<file path="config.mk">
export PLATFORM = sky130hd
export DESIGN_NAME = pssc_ctrl
export DESIGN_NICKNAME = d
export VERILOG_FILES = /design/src/design/pssc_pkg.sv /design/src/design/pssc_sync.sv /design/src/design/pssc_ctrl.sv
export SDC_FILE = /design/constraint.sdc
export NUM_CORES = 1
export LEC_CHECK = 0
export ABC_CLOCK_PERIOD_IN_PS = 1150
export BUFFER_PORTS_ARGS = -buffer_cell sky130_fd_sc_hd__clkbuf_2
export CAP_MARGIN = 0
export CORE_AREA = 2 2 39 41
export DETAILED_ROUTE_END_ITERATION = 10
export DIE_AREA = 0 0 41 43
export GPL_TIMING_DRIVEN = 0
export PLACE_DENSITY_LB_ADDON = 0.08
export SLEW_MARGIN = 10
export SYNTH_ARGS = -nofsm -noshare
export SYNTH_HDL_FRONTEND = slang
export SYNTH_HIERARCHICAL = 1
export SYNTH_SLANG_ARGS = --single-unit
</file>
<file path="constraint.sdc">
create_clock -name clk -period 1.15 [get_ports clk]
set_input_delay 0.345 -clock clk [delete_from_list [all_inputs] [get_ports clk]]
set_output_delay 0.345 -clock clk [all_outputs]
set_load 0.1 [all_outputs]
</file>
<file path="src/design/pssc_pkg.sv">
/*
 * Package for the processor sleep state control block: power states,
 * clock gate groups and the port bundles shared by the design files.
 * Assumes a single bus clock domain with synchronous active-high reset.
 */
package pssc_pkg;

    // Power states of the core
    typedef enum logic [1:0] {
        PSSC_RUN,
        PSSC_GRANT_WAIT,
        PSSC_STOP_GRANT,
        PSSC_SLEEP
    } pssc_state_t;

    // Synchroniser depth for pin inputs
    localparam int PSSC_SYNC_DEPTH = 3;

    // Reset level of an active-low request pin (deasserted)
    localparam logic PSSC_PIN_IDLE = 1'h1;

    // Internal clock enables, one per unit group
    typedef struct packed {
        logic pll;
        logic bus;
        logic apic;
        logic core;
    } pssc_clk_en_t;

    localparam pssc_clk_en_t PSSC_CLK_ALL = '{pll: 1'h1, bus: 1'h1, apic: 1'h1, core: 1'h1};
    localparam pssc_clk_en_t PSSC_CLK_GRANT = '{pll: 1'h1, bus: 1'h1, apic: 1'h1, core: 1'h0};
    localparam pssc_clk_en_t PSSC_CLK_SLEEP = '{pll: 1'h1, bus: 1'h0, apic: 1'h0, core: 1'h0};

    // Event inputs from the rest of the core
    typedef struct packed {
        logic snoop;
        logic intr;
    } pssc_evt_t;

endpackage

</file>
<file path="src/design/pssc_sync.sv">
/*
 * Three-stage synchroniser with agreement filter for one pin input.
 * Assumes the pin is asynchronous to clk; reset loads the idle level.
 */
`timescale 1ns/10ps
`default_nettype none

module pssc_sync (
    // Clock and reset
    input wire logic clk,
    input wire logic rst,
    // Pin and filtered level
    input wire logic pinIn,
    output logic level
);

    logic [pssc_pkg::PSSC_SYNC_DEPTH-1:0] stage_r;

    always_ff @(posedge clk) begin
        if (rst) begin
            stage_r <= {pssc_pkg::PSSC_SYNC_DEPTH{pssc_pkg::PSSC_PIN_IDLE}};
        end else begin
            stage_r <= {stage_r[pssc_pkg::PSSC_SYNC_DEPTH-2:0], pinIn};
        end
    end

    // Change counts once stages two and three agree
    always_ff @(posedge clk) begin
        if (rst) begin
            level <= pssc_pkg::PSSC_PIN_IDLE;
        end else if (stage_r[1] == stage_r[2]) begin
            level <= stage_r[2];
        end
    end

endmodule // pssc_sync

`default_nettype wire

</file>
<file path="src/design/pssc_ctrl.sv">
/*
 * Processor sleep state control: running, Stop-Grant and Sleep states,
 * internal clock gating, acknowledge issue and snoop/interrupt gating.
 * Assumes request pins are asynchronous and active low, and that the
 * bus unit reports completion of the acknowledge transaction.
 */
`timescale 1ns/10ps
`default_nettype none

module pssc_ctrl (
    // Clock and reset
    input wire logic clk,
    input wire logic rst,
    // Request pins, active low, asynchronous
    input wire logic stop_clock_request_n,
    input wire logic sleep_request_n,
    // Events from the core
    input wire pssc_pkg::pssc_evt_t evtIn,
    // Acknowledge transaction handshake with the bus unit
    output logic ackReq,
    input wire logic ackDone,
    // Clock gates and state
    output pssc_pkg::pssc_clk_en_t clkEn,
    output pssc_pkg::pssc_state_t state,
    // Gated events and interrupt service
    output logic snoopEn,
    output logic intrPending,
    output logic intrService
);

    logic stopReq;
    logic stopLvl;
    logic sleepLvl;
    pssc_pkg::pssc_state_t state_r;
    pssc_pkg::pssc_state_t state_nxt;
    logic intrPend_r;
    logic ackReq_r;
    pssc_pkg::pssc_clk_en_t clkEn_r;
    pssc_pkg::pssc_clk_en_t clkEn_nxt;
    logic service_r;
    logic service_nxt;
    logic sleepReq;
    logic inRun;
    logic inGrantWait;
    logic inSleep;
    logic ackTaken;
    logic ackReq_nxt;
    logic snoopEn_r;
    logic snoopEn_nxt;
    logic intrAccept;
    logic intrClear;
    logic intrPend_nxt;

    // Stop-clock pin
    pssc_sync stopSync (
        .clk(clk),
        .rst(rst),
        .pinIn(stop_clock_request_n),
        .level(stopLvl)
    );

    // Sleep pin
    pssc_sync sleepSync (
        .clk(clk),
        .rst(rst),
        .pinIn(sleep_request_n),
        .level(sleepLvl)
    );

    // Requests are active low at the pins
    assign stopReq = !stopLvl;
    assign sleepReq = !sleepLvl;

    // State decode
    assign inRun = state_r == pssc_pkg::PSSC_RUN;
    assign inGrantWait = state_r == pssc_pkg::PSSC_GRANT_WAIT;
    assign inSleep = state_r == pssc_pkg::PSSC_SLEEP;

    // Completion only counts while the acknowledge is outstanding
    assign ackTaken = ackDone && inGrantWait;

    // State transitions
    always_comb begin
        state_nxt = state_r;
        unique case (state_r)
            pssc_pkg::PSSC_RUN: begin
                // Stop-clock request starts the acknowledge
                if (stopReq) begin
                    state_nxt = pssc_pkg::PSSC_GRANT_WAIT;
                end
            end
            pssc_pkg::PSSC_GRANT_WAIT: begin
                if (ackTaken) begin
                    state_nxt = pssc_pkg::PSSC_STOP_GRANT;
                end
            end
            pssc_pkg::PSSC_STOP_GRANT: begin
                // Sleep outranks a stop-clock release
                if (sleepReq) begin
                    state_nxt = pssc_pkg::PSSC_SLEEP;
                end else if (!stopReq) begin
                    state_nxt = pssc_pkg::PSSC_RUN;
                end
            end
            pssc_pkg::PSSC_SLEEP: begin
                // Stop-clock release waits for sleep release
                if (!sleepReq) begin
                    state_nxt = pssc_pkg::PSSC_STOP_GRANT;
                end
            end
        endcase
    end

    always_ff @(posedge clk) begin
        if (rst) begin
            state_r <= pssc_pkg::PSSC_RUN;
        end else begin
            state_r <= state_nxt;
        end
    end

    // Acknowledge request held until the bus unit completes it
    always_comb begin
        ackReq_nxt = 1'h0;
        if (state_nxt == pssc_pkg::PSSC_GRANT_WAIT) begin
            ackReq_nxt = 1'h1;
        end
    end

    always_ff @(posedge clk) begin
        if (rst) begin
            ackReq_r <= 1'h0;
        end else begin
            ackReq_r <= ackReq_nxt;
        end
    end

    // Clock gates follow the next state
    always_comb begin
        unique case (state_nxt)
            pssc_pkg::PSSC_SLEEP: clkEn_nxt = pssc_pkg::PSSC_CLK_SLEEP;
            pssc_pkg::PSSC_STOP_GRANT: clkEn_nxt = pssc_pkg::PSSC_CLK_GRANT;
            pssc_pkg::PSSC_GRANT_WAIT: clkEn_nxt = pssc_pkg::PSSC_CLK_ALL;
            pssc_pkg::PSSC_RUN: clkEn_nxt = pssc_pkg::PSSC_CLK_ALL;
        endcase
    end

    always_ff @(posedge clk) begin
        if (rst) begin
            clkEn_r <= pssc_pkg::PSSC_CLK_ALL;
        end else begin
            clkEn_r <= clkEn_nxt;
        end
    end

    // Interrupt latch; ignored in Sleep, set wins over service
    assign intrAccept = evtIn.intr && !inSleep;
    assign intrClear = inRun;

    always_comb begin
        intrPend_nxt = intrPend_r;
        if (intrAccept) begin
            intrPend_nxt = 1'h1;
        end else if (intrClear) begin
            intrPend_nxt = 1'h0;
        end
    end

    always_ff @(posedge clk) begin
        if (rst) begin
            intrPend_r <= 1'h0;
        end else begin
            intrPend_r <= intrPend_nxt;
        end
    end

    // One-cycle service pulse once running
    assign service_nxt = intrPend_r && inRun;

    always_ff @(posedge clk) begin
        if (rst) begin
            service_r <= 1'h0;
        end else begin
            service_r <= service_nxt;
        end
    end

    // Snoop gate registered alongside the state
    always_comb begin
        snoopEn_nxt = 1'h1;
        if (state_nxt == pssc_pkg::PSSC_SLEEP) begin
            snoopEn_nxt = 1'h0;
        end
    end

    always_ff @(posedge clk) begin
        if (rst) begin
            snoopEn_r <= 1'h1;
        end else begin
            snoopEn_r <= snoopEn_nxt;
        end
    end

    assign state = state_r;
    assign ackReq = ackReq_r;
    assign clkEn = clkEn_r;
    assign snoopEn = snoopEn_r;
    assign intrPending = intrPend_r;
    assign intrService = service_r;

endmodule // pssc_ctrl

`default_nettype wire

</file>
==> flow_summary.json <==
{
  "outcome": "complete, but fails checks",
  "violations": "negative setup slack",
  "grt_overflow": 0,
  "clkTransAtPathRegs_ns": 0.08,
  "via_per_inst": 4.55,
  "synth_compound_area_frac": 0.159,
  "synth.top_cells.by_count": "dfxtp_1, or2_1, a21oi_1, buf_4",
  "synth_area_leader_cell": "dfxtp_1",
  "report.power.total_mw": 0.902,
  "power_frac_comb": 0.095,
  "clock_power_share": 0.317,
  "yosys.area_share.xor_xnor": 0,
  "wl_met2_microns": 395,
  "slowest_delay_ns": 0.36,
  "async_flop_share": 0,
  "top_layer_used": "met4",
  "fin_ws_ns": -0.134,
  "track_usage": 0.130,
  "first_global_vias": 349,
  "synth_cell_type_count": 17,
  "antenna_left": 0,
  "critPathRequiredTime_ns": 0.81,
  "synth-edff-count": 0,
  "critPathMaxFanout": 3,
  "p_leak_nw": 0.364,
  "synth_top_area_share": 0.614,
  "internal_power_mw": 0.685,
  "insertedDiodeCount": 0,
  "final_util": 0.617,
  "swShare": 0.240,
  "fmaxAchievable_mhz": 779,
  "path_class": "register to output port",
  "io-pin-count": 17,
  "drt-met1-wl_microns": 446,
  "syn_area_sq_um": 489,
  "cpLargestDelayFamily": "flip-flops",
  "yosysMostFrequentCell": "dfxtp_1",
  "hold_violations": 0,
  "drive_above_1_share": 0.576,
  "period_share": 1.12,
  "vias": 373,
  "ys_ff_latch": 15,
  "cts_buffers": 3,
  "ir_drop_mv": 0.502,
  "drt_iter0_markers": 6,
  "crit_arrival_ns": 0.94,
  "worstSkewPairLatency_ns": 0.28,
  "p_seq_frac": 0.588,
  "firstDrtPassIters": 2,
  "final_nets": 74,
  "grt_pass1_wl_microns": 1450,
  "fp.dieArea_sq_um": 1760,
  "postCtsHoldBufs": 0,
  "synth.mux.area_fraction": 0.0230,
  "grt_max_degree": 16,
  "synth-seq-area-share": 0.614,
  "maxCapViolCount": 0,
  "min_period_ns": 1.28,
  "grt_setup_unrepaired": "true",
  "cts_tree": "built",
  "critPathLaunchType": "register",
  "syn_nets": 51,
  "htreeDepth": 1,
  "gp_congestion": 0.572,
  "cp.buffers_inverters": 2,
  "synth_simple_gate_area_frac": 0.143,
  "hold_path_class": "input pin to register",
  "dieHeight_microns": 43,
  "finClkSkew_ns": 0.00663,
  "synth_area_leaders": "dfxtp_1, or2_1, buf_4, a21bo_2, a21oi_1",
  "coreArea_sq_um": 1380,
  "area_growth_pct": 74.4,
  "placement.io_buffers": 14,
  "synth_top_family_by_area": "compound AO/OA/AOI/OAI gates",
  "p_per_area_nw_per_um2": 1060,
  "grt_antenna_before_repair": 0,
  "cts.sink_count": 15,
  "finalMaxSlewViolations": 0,
  "syn_area_per_cell_sq_um": 11.1,
  "drc": 0,
  "cts_root_buffer": "clkbuf_4",
  "critPathCaptureType": "output port",
  "start_util": 0.354,
  "synth_fa_ha_area_frac": 0,
  "wl_per_cell_microns": 11.5,
  "syn_inst": 44,
  "synthFlopType": "dfxtp_1",
  "wl_microns": 942,
  "clk_path_buf_depth": 2,
  "die_width_microns": 41,
  "wl_met3_microns": 72,
  "finalSetupViolCount": 9,
  "num_rows": 14,
  "yosys_warnings": 6,
  "crit_chain": "buf_6 -> clkbuf_16",
  "critical-path-slowest-cell": "dfxtp_4",
  "switchingPower_mw": 0.217
}
## area by class of cell
| type | count | area (sq um) |
|---|---|---|
| fillers | 109 | 531 |
| well taps | 16 | 20.0 |
| flip-flops and latches | 15 | 317 |
| plain buffers | 3 | 30.0 |
| multi-input cells | 25 | 179 |
| clock buffers | 3 | 22.5 |
| inverters | 1 | 3.75 |
| repair buffers | 18 | 277 |
| clock inverters | 1 | 5.00 |
## layout by cell type, fill, tap and decap left out, types with 2 or more instances in the layout
| cell type | instances |
|---|---|
| a21oi_1 | 3 |
| buf_6 | 4 |
| dfxtp_4 | 3 |
| clkbuf_4 | 3 |
| or2_1 | 6 |
| dfxtp_2 | 4 |
| a21bo_2 | 2 |
| nor3_1 | 2 |
| clkbuf_16 | 8 |
| nor2_1 | 2 |
| clkbuf_2 | 5 |
| buf_4 | 3 |
| dfxtp_1 | 8 |
| o21bai_1 | 2 |
## cells by family (layout without fill, tap and decap cells)
group                  count (synthesis)  after routing
other                                  1              1
and+or+nand+nor                       12             12
DFF                                   15             15
AOI/OAI and AO/OA                     11             11
buffers and inverters                  4             26
muxes                                  1              1
## path summary, 6_finish.rpt
check	startpoint	endpoint	slack, ns	cells after the start
setup / recovery	snoopEn$_SDFF_PP1_	clkEn[2]	-0.13	2
hold reg to reg	stopSync/stage_r[0]$_SDFF_PP1_	stopSync/stage_r[1]$_SDFF_PP1_	0.42	1
hold / removal	stop_clock_request_n	stopSync/stage_r[0]$_SDFF_PP1_	0.23	2
setup reg to reg	state[1]$_SDFF_PP0_	state[0]$_SDFF_PP0_	0.05	4
## metal layers
layer | GRT usage | up-vias
met1 | 0.136 | 160
met5 | 0 | -
met2 | 0.197 | 17
met4 | 0.120 | 0
li1 | - | 192
met3 | 0.0314 | 4
## worst reg2reg max path, delay by kind of cell (launching register included)
family,cells,cell delay (ns)
AOI/OAI and AO/OA,1,0.06
and+or+nand+nor,1,0.39
buffers and inverters,2,0.19
DFF,1,0.37
## repair_timing
action | in CTS | in global routing
setup endpoints to repair | 9 | 11
gates resized for setup | 28 | 4
buffers inserted | 3 | 1
## power by group through the flow
stage               clock, mW  sequential [mW]  combinational [mW]
floorplan                   0            0.563              0.0293
global placement            0            0.541              0.0707
detailed placement          0            0.541              0.0707
CTS                     0.303            0.530              0.0848
global route            0.326            0.532              0.0902
finish                  0.286            0.530              0.0857
## per-stage QoR
| step | instance area [sq um] | setup TNS, ns | hold WS, ns | setup slack (ns) | instances |
|---|---|---|---|---|---|
| final | 853 | -0.469 | 0.232 | -0.134 | 82 |
| after global routing | 853 | -0.737 | 0.228 | -0.160 | 82 |
| after CTS | 831 | -0.553 | 0.224 | -0.140 | 81 |
| after detailed placement | 603 | -0.143 | 0.396 | -0.0616 | 74 |
| after global placement | 603 | -0.131 | 0.387 | -0.0553 | 74 |
| after floorplan | 513 | -0.0680 | 0.385 | -0.0680 | 44 |
Note: power is estimated with default switching activity, not from simulation.
